[config.mk]
export PLATFORM = sky130hd
export DESIGN_NAME = fault_interrupt_status
export DESIGN_NICKNAME = d
export VERILOG_FILES = /design/src/rtl/fault_irq_pkg.sv /design/src/rtl/fault_interrupt_status.sv /design/src/rtl/tick_divider.sv
export VERILOG_INCLUDE_DIRS = /design/src /design/src/rtl
export SDC_FILE = /design/constraint.sdc
export NUM_CORES = 1
export LEC_CHECK = 0
export BUFFER_PORTS_ARGS = -buffer_cell sky130_fd_sc_hd__clkbuf_2
export CAP_MARGIN = 20
export CORE_MARGIN = 2
export CORE_UTILIZATION = 38
export DETAILED_ROUTE_END_ITERATION = 12
export RECOVER_POWER = 100
export SLEW_MARGIN = 5
export SYNTH_ARGS = -nofsm -noshare
export SYNTH_HDL_FRONTEND = slang
export SYNTH_HIERARCHICAL = 1
export SYNTH_SLANG_ARGS = --single-unit
[constraint.sdc]
create_clock -name ref_clk_i -period 7.1 [get_ports ref_clk_i]
set_clock_uncertainty 0.1 [all_clocks]
set_input_delay 0.71 -clock ref_clk_i [delete_from_list [all_inputs] [get_ports ref_clk_i]]
set_output_delay 0.71 -clock ref_clk_i [all_outputs]
set_load 0.05 [all_outputs]
[src/rtl/fault_irq_consts.svh]
// Offsets, field layouts, reset values and timing counts of the fault interrupt block
// Operation
// - Hold reset until both supplies valid
// - Supply undervoltage dip resets everything at once
// - Mask blocks pin, latch still records
// - Register 0 protection event bit positions
// - Supply monitor event bit positions
// - Thermal warnings masked, over-temperature unmasked
// - Clock protection event bit positions
// - Watchdog, over-current, device-active positions
// - Open-drain alert pin, asserts on faults
// - Pull-up enable bit connects internal pull-up
// - Behaviour 01: level on unmasked latch
// - Pulse mode: 2ms of every 4ms
// - Retry interval bit: 1.5s or 100ms
// - Polarity bit selects active high
// - Latch-clear bit clears latches, self-clears
// - Shutdown pin or soft reset clears latches
// - Device-active bit shows live state
// - Soft reset restores defaults, self-clears
`ifndef FAULT_IRQ_CONSTS_SVH
`define FAULT_IRQ_CONSTS_SVH

// Register offsets
`define OFS_MASK_BASE    4'h0
`define OFS_LATCH_BASE   4'h5
`define OFS_CFG          4'ha
`define NUM_IRQ_REGS     5

// Implemented bits per mask/latch register
`define IMPL_0           8'hfe
`define IMPL_1           8'hde
`define IMPL_2           8'hbf
`define IMPL_3           8'h8c
`define IMPL_4           8'h84

// Mask reset values (1 = masked)
`define MASK_RST_0       8'h02
`define MASK_RST_1       8'h1e
`define MASK_RST_2       8'h00
`define MASK_RST_3       8'h00
`define MASK_RST_4       8'h00

// Named event bit positions
`define BIT_BROWNOUT     3
`define BIT_GUARD_ACT    2
`define BIT_GUARD_HOLD   7
`define BIT_LIM_ACT      4
`define BIT_LIM_ATTEN    6
`define BIT_INFLECT      5
`define BIT_DEV_ACTIVE   1
`define BIT_PVDD_OV      2
`define BIT_PVDD_UV      7
`define BIT_TWO_CELL_BATTERY_SUPPLY_UV    6
`define BIT_VBAT_UV      7
`define BIT_TW_135       4
`define BIT_TW_105       1
`define BIT_OVERTEMP     7
`define BIT_CLK_ERR      3
`define BIT_CLK_RATIO    2
`define BIT_FS_CHANGE    1
`define BIT_FS_INVALID   0
`define BIT_FRAME_SYNC   5
`define BIT_PLL_ERR      4
`define BIT_PREPWR_CLK   2
`define BIT_WATCHDOG     7
`define BIT_OVERCURRENT  3

// Configuration register fields
`define CFG_PULLUP       0
`define CFG_PINBEH_LO    1
`define CFG_PINBEH_HI    2
`define CFG_POLARITY     3
`define CFG_RETRY        4
`define CFG_LATCH_CLR    5
`define CFG_SOFT_RST     6
`define CFG_RST          8'h02
`define CFG_WMASK        8'h1f

// Timing
`define CLK_MHZ          100
`define PULSE_HALF_US    2000
`define RETRY_SLOW_MS    1500
`define RETRY_FAST_MS    100
`define PULSE_HALF_CYC   (`PULSE_HALF_US * `CLK_MHZ)
`define RETRY_SLOW_CYC   (`RETRY_SLOW_MS * 1000 * `CLK_MHZ)
`define RETRY_FAST_CYC   (`RETRY_FAST_MS * 1000 * `CLK_MHZ)
`define TICK_W           28

`endif

[src/rtl/fault_irq_pkg.sv]
// Types shared by the fault interrupt block
`include "fault_irq_consts.svh"
package fault_irq_pkg;
  typedef logic [7:0] reg8_t;
  typedef logic [`TICK_W-1:0] tick_cnt_t;
  typedef enum logic [1:0] {
    BEH_RSVD_A = 2'b00,
    BEH_LEVEL  = 2'b01,
    BEH_RSVD_B = 2'b10,
    BEH_PULSE  = 2'b11
  } pin_beh_e;
endpackage

[src/rtl/fault_interrupt_status.sv]
// Fault and status interrupt latches, masks and alert pin driver
`timescale 1ns/1ps
`include "fault_irq_consts.svh"
module fault_interrupt_status #(
  parameter logic [`TICK_W-1:0] PULSE_HALF_CYC = `TICK_W'(`PULSE_HALF_CYC),
  parameter logic [`TICK_W-1:0] RETRY_SLOW_CYC = `TICK_W'(`RETRY_SLOW_CYC),
  parameter logic [`TICK_W-1:0] RETRY_FAST_CYC = `TICK_W'(`RETRY_FAST_CYC)
) (
  input  wire logic       ref_clk_i,
  input  wire logic       reset_i,
  // Supply monitor levels from the analog side
  input  wire logic       core_supply_ok_i,
  input  wire logic       io_supply_ok_i,
  // Hardware shutdown pin, low active
  input  wire logic       shutdown_pin_n_i,
  // Live device state
  input  wire logic       device_active_i,
  // Event sources, one vector per latch register
  input  wire logic [7:0] evt0_i,
  input  wire logic [7:0] evt1_i,
  input  wire logic [7:0] evt2_i,
  input  wire logic [7:0] evt3_i,
  input  wire logic [7:0] evt4_i,
  // Register access port from the serial control target
  input  wire logic [3:0] reg_addr_i,
  input  wire logic [7:0] reg_wdata_i,
  input  wire logic       reg_wr_i,
  input  wire logic       reg_rd_i,
  output logic [7:0]      reg_rdata_o,
  // Alert pin, open drain
  output logic            fault_alert_pin_o,
  output logic            fault_alert_pin_oe_o,
  output logic            alert_pullup_enable_o,
  // Side effects for the rest of the device
  output logic            retry_tick_o,
  output logic            soft_reset_o,
  output logic            config_reset_o
);

  // Number of mask and latch register pairs
  localparam int NR = `NUM_IRQ_REGS;

  // Two-stage synchronisers for pin-level inputs
  logic core_ok_s1_r;
  logic core_ok_s2_r;
  logic io_ok_s1_r;
  logic io_ok_s2_r;
  logic sdz_s1_r;
  logic sdz_s2_r;

  always_ff @(posedge ref_clk_i or posedge reset_i) begin
    if (reset_i) begin
      core_ok_s1_r <= 1'b0;
      core_ok_s2_r <= 1'b0;
      io_ok_s1_r   <= 1'b0;
      io_ok_s2_r   <= 1'b0;
      sdz_s1_r     <= 1'b0;
      sdz_s2_r     <= 1'b0;
    end else begin
      core_ok_s1_r <= core_supply_ok_i;
      core_ok_s2_r <= core_ok_s1_r;
      io_ok_s1_r   <= io_supply_ok_i;
      io_ok_s2_r   <= io_ok_s1_r;
      sdz_s1_r     <= shutdown_pin_n_i;
      sdz_s2_r     <= sdz_s1_r;
    end
  end

  // Either supply missing or dipping forces defaults: configuration and masks reset, latches wiped, pin request silenced
  logic supply_bad;
  assign supply_bad = ~(core_ok_s2_r & io_ok_s2_r);

  // Self-clearing command strobes
  logic latch_clr_r;
  logic soft_rst_r;
  logic cfg_wr;
  logic defaults;
  logic latch_wipe;

  // Write strobe of the configuration register
  assign cfg_wr     = reg_wr_i & (reg_addr_i == `OFS_CFG);
  // Soft reset takes one cycle; the bit reads back zero once it is done
  assign defaults   = supply_bad | soft_rst_r;
  // Any clear source wipes the latches
  assign latch_wipe = defaults | latch_clr_r | ~sdz_s2_r;

  // Latch-clear strobe lasts one cycle, so the bit never stays set
  always_ff @(posedge ref_clk_i or posedge reset_i) begin
    if (reset_i) begin
      latch_clr_r <= 1'b0;
    end else if (defaults) begin
      latch_clr_r <= 1'b0;
    end else begin
      latch_clr_r <= cfg_wr & reg_wdata_i[`CFG_LATCH_CLR];
    end
  end

  // Soft-reset strobe; the defaults it raises cancel it on the next edge
  always_ff @(posedge ref_clk_i or posedge reset_i) begin
    if (reset_i) begin
      soft_rst_r  <= 1'b0;
    end else if (defaults) begin
      soft_rst_r  <= 1'b0;
    end else begin
      soft_rst_r  <= cfg_wr & reg_wdata_i[`CFG_SOFT_RST];
    end
  end

  // Configuration register: pull-up, pin behaviour, polarity, retry
  fault_irq_pkg::reg8_t cfg_r;

  always_ff @(posedge ref_clk_i or posedge reset_i) begin
    if (reset_i) begin
      cfg_r <= `CFG_RST;
    end else if (defaults) begin
      cfg_r <= `CFG_RST;
    end else if (cfg_wr) begin
      cfg_r <= reg_wdata_i & `CFG_WMASK;
    end
  end

  // Pin behaviour field seen as an enum for the decision below
  fault_irq_pkg::pin_beh_e pin_beh;
  assign pin_beh = fault_irq_pkg::pin_beh_e'(cfg_r[`CFG_PINBEH_HI:`CFG_PINBEH_LO]);

  // Constant tables of implemented bits and mask defaults
  fault_irq_pkg::reg8_t impl_tbl [NR];
  fault_irq_pkg::reg8_t mrst_tbl [NR];
  fault_irq_pkg::reg8_t evt_vec  [NR];

  // Positions and defaults
  assign impl_tbl[0] = `IMPL_0;
  assign impl_tbl[1] = `IMPL_1;
  assign impl_tbl[2] = `IMPL_2;
  assign impl_tbl[3] = `IMPL_3;
  assign impl_tbl[4] = `IMPL_4;
  assign mrst_tbl[0] = `MASK_RST_0;
  assign mrst_tbl[1] = `MASK_RST_1;
  assign mrst_tbl[2] = `MASK_RST_2;
  assign mrst_tbl[3] = `MASK_RST_3;
  assign mrst_tbl[4] = `MASK_RST_4;
  assign evt_vec[0]  = evt0_i;
  assign evt_vec[1]  = evt1_i;
  assign evt_vec[2]  = evt2_i;
  assign evt_vec[3]  = evt3_i;
  assign evt_vec[4]  = evt4_i;

  // Mask and latch storage
  fault_irq_pkg::reg8_t mask_r  [NR];
  fault_irq_pkg::reg8_t latch_r [NR];
  fault_irq_pkg::reg8_t view    [NR];
  logic [NR-1:0]        pend_vec;

  // One copy of mask, latch and read view per register
  genvar g;
  generate
    for (g = 0; g < NR; g++) begin : g_regs
      logic mask_wr;
      assign mask_wr = reg_wr_i & (reg_addr_i == (`OFS_MASK_BASE + 4'(g)));

      // Constant default so the async reset already shows the documented masks
      localparam fault_irq_pkg::reg8_t MASK_DEF = (g == 0) ? `MASK_RST_0 :
                                                  (g == 1) ? `MASK_RST_1 :
                                                  (g == 2) ? `MASK_RST_2 :
                                                  (g == 3) ? `MASK_RST_3 :
                                                             `MASK_RST_4;

      // Mask bits only steer the pin; defaults return on any reset
      always_ff @(posedge ref_clk_i or posedge reset_i) begin
        if (reset_i) begin
          mask_r[g] <= MASK_DEF;
        end else if (defaults) begin
          mask_r[g] <= mrst_tbl[g];
        end else if (mask_wr) begin
          mask_r[g] <= reg_wdata_i & impl_tbl[g];
        end
      end

      // Sticky latches; a new event in the clearing cycle survives the clear
      always_ff @(posedge ref_clk_i or posedge reset_i) begin
        if (reset_i) begin
          latch_r[g] <= '0;
        end else begin
          latch_r[g] <= ((latch_wipe ? 8'h00 : latch_r[g])
                        | evt_vec[g]) & impl_tbl[g];
        end
      end

      // The device-active position carries the live state, not a latch
      if (g == 0) begin : g_live
        assign view[g] = {latch_r[g][7:2], device_active_i, latch_r[g][0]};
      end else begin : g_plain
        assign view[g] = latch_r[g];
      end

      assign pend_vec[g] = |(view[g] & ~mask_r[g]);
    end
  endgenerate

  // Keep the pin quiet on the first edge out of reset, before the sync settles
  logic boot_r;

  always_ff @(posedge ref_clk_i or posedge reset_i) begin
    if (reset_i) begin
      boot_r <= 1'b1;
    end else begin
      boot_r <= 1'b0;
    end
  end

  // Pin request: any unmasked bit, silenced while defaults are forced
  logic pending;
  assign pending = |pend_vec & ~boot_r & ~defaults;

  // Register read-back; latch-clear and soft-reset bits read as zero
  fault_irq_pkg::reg8_t rd_mux;

  always_comb begin
    rd_mux = 8'h00;
    if (reg_addr_i == `OFS_CFG) begin
      rd_mux = cfg_r;
    end else if (reg_addr_i < `OFS_LATCH_BASE) begin
      rd_mux = mask_r[3'(reg_addr_i)];
    end else if (reg_addr_i < (`OFS_LATCH_BASE + 4'(NR))) begin
      rd_mux = view[3'(reg_addr_i - `OFS_LATCH_BASE)];
    end
  end

  // Read data holds until the next read strobe
  always_ff @(posedge ref_clk_i or posedge reset_i) begin
    if (reset_i) begin
      reg_rdata_o <= 8'h00;
    end else if (reg_rd_i) begin
      reg_rdata_o <= rd_mux;
    end
  end

  // Pulse mode timebase; restarts when pending rises so the first burst is full
  logic pending_d_r;
  logic half_tick;
  logic pulse_on_r;

  // Previous pending level for the rise detector
  always_ff @(posedge ref_clk_i or posedge reset_i) begin
    if (reset_i) begin
      pending_d_r <= 1'b0;
    end else begin
      pending_d_r <= pending;
    end
  end

  tick_divider u_pulse_div (
    .ref_clk_i (ref_clk_i),
    .reset_i   (reset_i),
    .restart_i (pending & ~pending_d_r),
    .period_i  (PULSE_HALF_CYC),
    .tick_o    (half_tick)
  );

  // On for one half period, off for the next: 2 ms of every 4 ms
  always_ff @(posedge ref_clk_i or posedge reset_i) begin
    if (reset_i) begin
      pulse_on_r <= 1'b0;
    end else if (pending & ~pending_d_r) begin
      pulse_on_r <= 1'b1;
    end else if (half_tick) begin
      pulse_on_r <= ~pulse_on_r;
    end
  end

  // Assert decision; reserved behaviour codes act as level mode
  logic want_assert;

  always_comb begin
    case (pin_beh)
      fault_irq_pkg::BEH_LEVEL:  want_assert = pending;
      fault_irq_pkg::BEH_PULSE:  want_assert = pending & pulse_on_r;
      fault_irq_pkg::BEH_RSVD_A: want_assert = pending;
      fault_irq_pkg::BEH_RSVD_B: want_assert = pending;
      default:                   want_assert = pending;
    endcase
  end

  // Open drain only ever pulls low; active high means pulling low when idle
  always_ff @(posedge ref_clk_i or posedge reset_i) begin
    if (reset_i) begin
      fault_alert_pin_o     <= 1'b0;
      fault_alert_pin_oe_o  <= 1'b0;
    end else begin
      fault_alert_pin_o     <= 1'b0;
      fault_alert_pin_oe_o  <= cfg_r[`CFG_POLARITY] ? ~want_assert
                                                    : want_assert;
    end
  end

  // Internal pull-up follows its configuration bit; off while in reset
  always_ff @(posedge ref_clk_i or posedge reset_i) begin
    if (reset_i) begin
      alert_pullup_enable_o <= 1'b0;
    end else begin
      alert_pullup_enable_o <= cfg_r[`CFG_PULLUP];
    end
  end

  // Retry interval for auto-retrying faults
  logic retry_tick;
  logic retry_change;
  logic retry_restart_r;

  // A change of the interval bit restarts the count at the new length
  assign retry_change = cfg_wr & (reg_wdata_i[`CFG_RETRY] != cfg_r[`CFG_RETRY]);

  // Registered so the reload sees the updated bit, not the old period
  always_ff @(posedge ref_clk_i or posedge reset_i) begin
    if (reset_i) begin
      retry_restart_r <= 1'b1;
    end else begin
      retry_restart_r <= defaults | retry_change;
    end
  end

  tick_divider u_retry_div (
    .ref_clk_i (ref_clk_i),
    .reset_i   (reset_i),
    .restart_i (retry_restart_r),
    .period_i  (cfg_r[`CFG_RETRY] ? RETRY_FAST_CYC : RETRY_SLOW_CYC),
    .tick_o    (retry_tick)
  );

  // Registered side-effect outputs
  always_ff @(posedge ref_clk_i or posedge reset_i) begin
    if (reset_i) begin
      retry_tick_o   <= 1'b0;
      soft_reset_o   <= 1'b0;
      config_reset_o <= 1'b1;
    end else begin
      retry_tick_o   <= retry_tick;
      // Channels power down at once on a soft reset
      soft_reset_o   <= cfg_wr & reg_wdata_i[`CFG_SOFT_RST];
      config_reset_o <= defaults;
    end
  end

endmodule

[src/rtl/tick_divider.sv]
// Restartable enable-pulse divider with a run-time period
`timescale 1ns/1ps
`include "fault_irq_consts.svh"
module tick_divider (
  input  wire logic              ref_clk_i,
  input  wire logic              reset_i,
  input  wire logic              restart_i,
  input  wire logic [`TICK_W-1:0] period_i,
  output logic                   tick_o
);
  logic [`TICK_W-1:0] cnt_r;

  // Count down; one-cycle tick when the count wraps
  always_ff @(posedge ref_clk_i or posedge reset_i) begin
    if (reset_i) begin
      cnt_r  <= '0;
      tick_o <= 1'b0;
    end else if (restart_i) begin
      cnt_r  <= period_i - `TICK_W'(1);
      tick_o <= 1'b0;
    end else if (cnt_r == '0) begin
      cnt_r  <= period_i - `TICK_W'(1);
      tick_o <= 1'b1;
    end else begin
      cnt_r  <= cnt_r - `TICK_W'(1);
      tick_o <= 1'b0;
    end
  end
endmodule

Yosys cells after proc, flatten, opt, wreduce, memory -nomap -nowiden --
Index checks and enable logic that the tools add are counted. Widths: inputs -> output; s select.
Storage, ports and cells: bits in read-only memories 0, input bits 60, bits in latches 0, flip-flop bits (word level) 156, memories kept 0, word-level logic and storage cells 146, RAM bits 0
Operators by class: shifts and indexed selects 0, multipliers 0, add/sub/neg operators 4, divide/modulo/power cells 0, magnitude comparators 4, reduce and logical (&&, ||, !) cells 13, multiplexer cells 41, equality and inequality tests 9, bitwise gates (word level) 42
Operators with widths (count):
- $mux 8 | 24
- $mux 28 | 5
- $sub 28x1->28 const B | 3
- $logic_not 28->1 | 2
- $bmux 8 s3 | 2
- $and 8x8->8 | 5
- $not 8->8 | 5
- $or 8x8->8 | 5
- $reduce_or 40->1 | 1
- $and 1x1->1 | 14
- $reduce_bool 2->1 | 7
- $mux 1 | 9
- $eq 4x2->1 const B | 2
- $ge 4x4->1 const B | 2
- $not 3->4 | 2
- $not 1->1 | 7
- $eq 2x2->1 const B | 2
- $eq 4x1->1 const B | 1
- $eq 4x3->1 const B | 1
- $eq 4x4->1 const B | 1
- $logic_not 4->1 | 1
- $lt 4x3->1 const B | 1
- $lt 4x4->1 const B | 1
- $or 1x1->1 | 4
- other kinds (6) | 6

Longest topological paths before layout --
Gate-level depths: netlist (run 1).
depth in word-level cells 9, gate-level depth with buffers 9, depth with buffers taken out 8

Hierarchy --
The synthesis (run 1) kept the hierarchy.
Modules (own cells, without submodules):
- fault_interrupt_status | cells an instance 350, seq. area each 1988.2 µm², times used 1, area each 3803.6 µm²
- tick_divider (u_pulse_div) | cells an instance 224, seq. area each 725.7 µm², times used 1, area each 2139.6 µm²
- tick_divider (u_retry_div) | cells an instance 239, seq. area each 725.7 µm², times used 1, area each 2137.0 µm²

Least setup slack after synthesis (run 1) --
No wires, ideal clock.
kind input-to-reg, start point in device_active_i, end point reg u_pulse_div.cnt_r[12], cell stages on the path 8, setup time 0.081 ns, data arrival time 2.453 ns, data required time 6.919 ns, slack 4.466 ns, cell sequence nor2b_1 -> a2111oi_0 -> nand4_1 -> nor2_1 -> nor4_1 -> a31oi_1 -> clkbuf_1 -> mux2i_1
Between the ends: word-level cells in the longest chain between the ends 6
RTL lines:
- from (decl) | line fault_interrupt_status.sv:17 | input wire logic device_active_i,
- $and 8x8->8 | line fault_interrupt_status.sv:196 | assign pend_vec[g] = |(view[g] & ~mask_r[g]);
- $reduce_or 40->1 | line fault_interrupt_status.sv:213 | assign pending = |pend_vec & ~boot_r & ~defaults;
- $and 1x1->1 (2 in series) | line fault_interrupt_status.sv:213
- $and 1x1->1 | line fault_interrupt_status.sv:255 | .restart_i (pending & ~pending_d_r),
- $mux 28 | line tick_divider.sv:18 | end else if (restart_i) begin
- to (signal assigned) | line tick_divider.sv:19 | cnt_r <= period_i - `TICK_W'(1);
- to (signal assigned) | line tick_divider.sv:22 | cnt_r <= period_i - `TICK_W'(1);
- to (signal assigned) | line tick_divider.sv:25 | cnt_r <= cnt_r - `TICK_W'(1);
- to (decl) | line tick_divider.sv:11 | logic [`TICK_W-1:0] cnt_r;
Every way passes these cells. A chain may end at the register's enable or synchronous reset.

Final worst setup path (run 1) --
start point reg soft_rst_r, end point reg latch_r[19] in the netlist's numbering
Between the ends: word-level cells in the longest chain between the ends 5
RTL lines:
- from (decl) | line fault_interrupt_status.sv:75 | logic soft_rst_r;
- from (signal assigned) | line fault_interrupt_status.sv:105 | soft_rst_r <= cfg_wr & reg_wdata_i[`CFG_SOFT_RST];
- $or 1x1->1 | line fault_interrupt_status.sv:83 | assign defaults = supply_bad | soft_rst_r;
- $or 1x1->1 (2 in series) | line fault_interrupt_status.sv:85 | assign latch_wipe = defaults | latch_clr_r | ~sdz_s2_r;
- $mux 8 | line fault_interrupt_status.sv:184 | latch_r[g] <= ((latch_wipe ? 8'h00 : latch_r[g])
- $or 8x8->8 | line fault_interrupt_status.sv:185 | | evt_vec[g]) & impl_tbl[g];
- to (signal, indexed assignment) | line fault_interrupt_status.sv:184
- to (decl) | line fault_interrupt_status.sv:150 | fault_irq_pkg::reg8_t latch_r [NR];
Every way passes these cells.

==> impl_metrics.toml, run 1 <==
[run_status]
status = "complete, but fails checks"
violations = "max-capacitance violations, max-slew violations"

[pwr]
p_leak_nw = 4.18
swShare_pct = 28.4
cellPowerDensity_mw_per_mm2 = 224
seqPwrFrac_pct = 43.0
p_clk_share_pct = 43.2
pwr-share-comb_pct = 13.7
switchingPower_mw = 0.618
p_int_mw = 1.56
ir_drop_mv = 0.172

[cts]
cts.path.max_buffers = 2
clock_latency_ns = 0.43
cts_hold_buf = 0
clock-sinks = 137
cts_max_level = 4
postCtsSetupBuffers = 0
path_clk_slew_ns = 0.06
cts_tree = "done"
cts_made_buffers = 17
cts_resized = 0
root_buffer = "clkbuf_16"

[synthesis]
ys_warn_count = 6
synth_flop_cell = "dfrtp_1"
yosys.area.top_type = "dfrtp_1"
synth_top_area_share_pct = 39.6
synthArstFlopShare_pct = 100
synth_most_common_cell = "dfrtp_1"
ys_types = 73
ys_seq_area_share_pct = 42.6
avgSynthCellArea_sq_um = 9.94
synth_cells = 813
mappedNetlistArea_sq_mm = 0.00808
ys_top_cells_by_area = "dfrtp_1, xnor2_1, mux2i_1"
yosys-top-cells-count = "dfrtp_1, nor2_1, xnor2_1, nand2_1, mux2i_1"
synth_seq_cells = 137
synth-edff-count = 0

[detailed_routing]
drc = 0
topRoutingLayerUsed = "met4"
routedLengthMet1_mm = 8.55
wl_per_cell_um = 13.7
wirelength_mm = 18.0
wl_met3_um = 764
drt_iter0_markers = 283
met2WireLength_mm = 8.51
avgViaCountPerCell = 4.74
antenna_left = 0
vias = 6220
first_pass_iters = 4

[critical_path]
reg2reg_from = "soft_rst_r"
crit_chain = "nor2_1 > inv_1 > nor3b_1 > a21o_1"
start_kind = "flop"
end_kind = "flop"
reg2reg_slack_ns = 2.89
cp_slowest_stage_delay_ns = 2.21
worst-path-stages = 4
cp_max_fo = 30
worstPathRequired_ns = 7.36
worst_path_max_delay_cell = "nor3b_1"
cp.arrival_ns = 4.47
path_class = "flop to flop"
cp_top_family = "simple AND/OR/NAND/NOR gates"
r2r-end = "latch_r[19]"
path_buf_inv = 1
reg2reg_depth = 4

[grt]
antenna_found_initial = 0
grt_pass1_wl_mm = 30.7
gr-total-overflow = 0
grt_max_degree = 80
grt_util_all_layers_pct = 17.3
grt_pass1_vias = 6143

[timing]
setup_tns_ns = 0
rsz0062_at_grt = "no"
worstMarginPinSlew_ns = 2.68
hold_violations = 0
maxSlewViolCount = 243
relSlewSlack_pct = -79.0
period_needed_ns = 4.21
fmax_ghz = 0.237
setup_violations = 0
min_period_over_period_pct = 59.3

[final_layout]
final-seq-area_sq_mm = 0.00344
fill_cells = 2082
syn_to_final_growth_pct = 19.9
antennaDiodeCount = 0
layout-drive-gt1-share_pct = 11.4
fin_nets = 1096
final_util_pct = 46.2
multiInputGateArea_sq_mm = 0.00487

[floorplan]
fp.dieArea_sq_mm = 0.0224
die_h_um = 150
boundaryPins = 74
die_w_um = 150
start_util_pct = 38.6
rows = 53
core_sq_mm = 0.0210

[worst_hold_path]
hp-class = "flop to flop"
hold_depth = 0
whs_endpoint = "core_ok_s2_r"
min_from = "core_ok_s1_r"

[placement]
gp_congestion = 0.912
dp_hpwl_mm = 13.0
portBuffers = 56

[run]
drv_cap = 7
metrics by stage:
step	power (mW)	std cells	setup slack [ns]	hold slack [ns]	cell area (sq um)
2_1_floorplan	1.17	981	4.28	0.231	8710
3_3_place_gp	1.24	1280	3.83	0.233	9140
3_5_place_dp	1.25	1280	3.82	0.236	9140
4_1_cts	2.20	1312	3.92	0.250	9770
5_1_grt	2.29	1313	2.23	0.259	9690
6_report	2.17	1313	2.89	0.248	9690
worst reg2reg max path: cells and delay by family, from the launching register on:
kind	cells	cell delay, ns
compound gates	1	0.31
buf+inv	1	0.65
flops	1	0.36
simple gates	2	2.73
how the worst max path moves through the flow:
stage                    startpoint  slack (ns)               endpoint
6_report                 soft_rst_r        2.89            latch_r[19]
5_1_grt                     reset_i        2.23             mask_r[15]
4_1_cts        u_retry_div/cnt_r[2]        3.92  u_retry_div/cnt_r[11]
3_5_place_dp        device_active_i        3.82  u_pulse_div/cnt_r[22]
3_3_place_gp        device_active_i        3.83  u_pulse_div/cnt_r[12]
2_1_floorplan               reset_i        4.28  alert_pullup_enable_o
sequential cells by signal, indices dropped and copies added (netlist names), 5 cells and up:
register / cells
reg_rdata_o: 8
u_pulse_div/cnt_r: 28
mask_r: 25
latch_r: 24
cfg_r: 5
u_retry_div/cnt_r: 28
layout by cell type (no fill, tap or decap), types with 20 or more instances in the layout:
cell and count:
conb_1 170, dfrtp_1 128, nor2_1 78, xnor2_1 74
nand2_1 61, mux2i_1 57, clkbuf_2 41, inv_1 33
nor4_1 33, nor3_1 30, a21oi_1 28, a21o_1 25
xor2_1 24, clkbuf_1 20
power groups by stage:
stage | sequential [mW] | combinational (mW) | clock [mW]
finish | 0.936 | 0.299 | 0.939
CTS | 0.935 | 0.303 | 0.962
detailed placement | 0.948 | 0.301 | 0
global route | 0.948 | 0.342 | 1.00
floorplan | 0.945 | 0.226 | 0
global placement | 0.946 | 0.296 | 0
per-layer routing:
metal / GRT usage [%] / up-vias
met5: 0 / -
met4: 4.53 / 0
met3: 3.99 / 20
met2: 28.1 / 97
met1: 23.2 / 2950
li1: - / 3153
area by class of cell:
type                    count  share of cell area, %
clock inverters            14                   1.92
repair buffers             61                   2.89
clock buffers              18                   4.53
inverters                  34                   1.33
multi-input cells         774                   50.3
well taps                 275                   3.55
flip-flops and latches    137                   35.5
cells by family after synthesis:
| family | after synthesis | share of synthesized area [%] |
|---|---|---|
| multiplexers | 65 | 8.78 |
| AND/OR/NAND/NOR | 318 | 22.3 |
| flip-flops | 137 | 42.6 |
| other | 2 | 0.0929 |
| AO/OA/AOI/OAI | 112 | 9.35 |
| XOR/XNOR | 98 | 10.6 |
| adder cells (fa/ha/maj) | 11 | 1.70 |
| buffers and inverters | 70 | 4.55 |
(Power assumes the default switching activity.)
==> run 2: changes to the inputs <==
==> constraint.sdc (replaced) <==
create_clock -name ref_clk_i -period 3.7 [get_ports ref_clk_i]
set_clock_uncertainty 0.1 [all_clocks]
set_input_delay 0.37 -clock ref_clk_i [delete_from_list [all_inputs] [get_ports ref_clk_i]]
set_output_delay 0.37 -clock ref_clk_i [all_outputs]
set_load 0.05 [all_outputs]
==> impl_metrics.toml, run 2 (synthesized netlist as in run 1, its figures left out) <==
[run_status]
status = "complete, but fails checks"
violations = "max-capacitance violations, max-slew violations"

[worst_hold_path]
whs_endpoint = "latch_r[19]"
hp-class = "input pin to flop"
min_from = "evt2_i[3]"
hold_depth = 2

[cts]
path_clk_slew_ns = 0.07
clock_latency_ns = 0.44
root_buffer = "clkbuf_16"
cts_tree = "done"
cts_resized = 0
cts_made_buffers = 17
clock-sinks = 137
cts.path.max_buffers = 2
postCtsSetupBuffers = 0
cts_max_level = 4

[pwr]
swShare_pct = 29.1
cellPowerDensity_mw_per_mm2 = 427
seqPwrFrac_pct = 42.5
p_int_mw = 2.99
p_leak_nw = 4.26
ir_drop_mv = 0.270
pwr-share-comb_pct = 14.0
switchingPower_mw = 1.23
p_clk_share_pct = 43.6

[critical_path]
reg2reg_slack_ns = 0.82
cp_slowest_stage_delay_ns = 1.33
cp_top_family = "simple AND/OR/NAND/NOR gates"
reg2reg_from = "soft_rst_r"
path_buf_inv = 1
path_class = "flop to flop"
worst_path_max_delay_cell = "nor3b_2"
crit_chain = "nor2_4 > inv_1 > nor3b_2 > a21o_1"
reg2reg_depth = 4
r2r-end = "latch_r[16]"
start_kind = "flop"
cp.arrival_ns = 3.14
worstPathRequired_ns = 3.96
cp_max_fo = 30
end_kind = "flop"

[detailed_routing]
first_pass_iters = 5
met2WireLength_mm = 8.63
wirelength_mm = 18.3
topRoutingLayerUsed = "met4"
wl_per_cell_um = 13.8
vias = 6236
antenna_left = 0
avgViaCountPerCell = 4.71
routedLengthMet1_mm = 8.70
drc = 0
wl_met3_um = 756
drt_iter0_markers = 347

[final_layout]
finalInstanceArea_sq_mm = 0.00987
reg_top3 = "u_pulse_div/cnt_r (28), u_retry_div/cnt_r (28), mask_r (25)"
multiInputGateArea_sq_mm = 0.00489
layout-drive-gt1-share_pct = 12.1
syn_to_final_growth_pct = 22.2
layout_common_cells = "conb_1, dfrtp_1, nor2_1"
fill_cells = 2040
final_common_cell = "conb_1"
fin_nets = 1108
antennaDiodeCount = 0
final-seq-area_sq_mm = 0.00344

[placement]
gp_congestion = 0.889
detailed_place.area_sq_mm = 0.00921
portBuffers = 56
place_ws_ns = 0.887
dp_hpwl_mm = 13.3

[floorplan]
rows = 53
fp.dieArea_sq_mm = 0.0224
start_util_pct = 38.6
die_h_um = 150
boundaryPins = 74
die_w_um = 150
core_sq_mm = 0.0210

[timing]
relSlewSlack_pct = -13.7
worstMarginPinSlew_ns = 1.71
rsz0062_at_grt = "no"
fmax_ghz = 0.348
hold_ws_ns = 0.0103
setup_tns_ns = 0
min_period_over_period_pct = 77.8
hold_violations = 0
period_needed_ns = 2.88
maxSlewViolCount = 31
setup_violations = 0
setup_slack_ns = 0.823

[grt]
grt_pass1_vias = 6147
grt_max_degree = 49
grt_pass1_wl_mm = 31.1
gr-total-overflow = 0
grt_util_all_layers_pct = 17.7
antenna_found_initial = 0

[run]
drv_cap = 2
[run 2: per-layer routing]
layer,track usage [%],vias up
met5,0,-
met4,5.90,0
met3,3.23,17
met2,28.2,107
met1,24.4,2941
li1,-,3171
[run 2: worst register-to-register path, stage by stage (launching register included)]
cell and delay (ns):
dfrtp_1 0.39, nor2_4 0.24, inv_1 0.48, nor3b_2 1.33
a21o_1 0.26
[run 2: layout make-up]
type / instances / share of cell area, %
repair buffers: 73 / 4.38
well taps: 275 / 3.48
clock inverters: 15 / 2.10
flip-flops and latches: 137 / 34.8
inverters: 34 / 1.31
multi-input cells: 774 / 49.6
clock buffers: 17 / 4.31
[run 2: worst max path at each step]
stage,startpoint,depth (start not counted),to
after detailed placement,u_retry_div/cnt_r[14],4,u_retry_div/cnt_r[11]
after CTS,u_retry_div/cnt_r[14],4,u_retry_div/cnt_r[11]
after global routing,core_ok_s2_r,5,latch_r[17]
after global placement,u_retry_div/cnt_r[14],4,u_retry_div/cnt_r[11]
after floorplan,reset_i,1,alert_pullup_enable_o
final,soft_rst_r,4,latch_r[16]
[run 2: timing repair]
item                                   in CTS  in global routing
setup endpoints to repair                   0                  0
endpoints found under the hold margin      48                  0
hold buffers                                9                  0
[run 2: through the flow]
step / cells / util, % / power [mW]
floorplan: 981 / - / 2.25
global placement: 1283 / 43.8 / 2.39
detailed placement: 1284 / 43.9 / 2.40
CTS: 1325 / 47.4 / 4.27
global route: 1325 / 47.1 / 4.44
finish: 1325 / 47.1 / 4.22
[run 2: power groups by stage]
| stage | Clock, mW | Sequential, mW | Combinational (mW) |
|---|---|---|---|
| final | 1.84 | 1.79 | 0.589 |
| after global placement | 0 | 1.82 | 0.572 |
| after detailed placement | 0 | 1.82 | 0.586 |
| after global routing | 1.95 | 1.81 | 0.673 |
| after CTS | 1.88 | 1.79 | 0.598 |
| after floorplan | 0 | 1.81 | 0.434 |
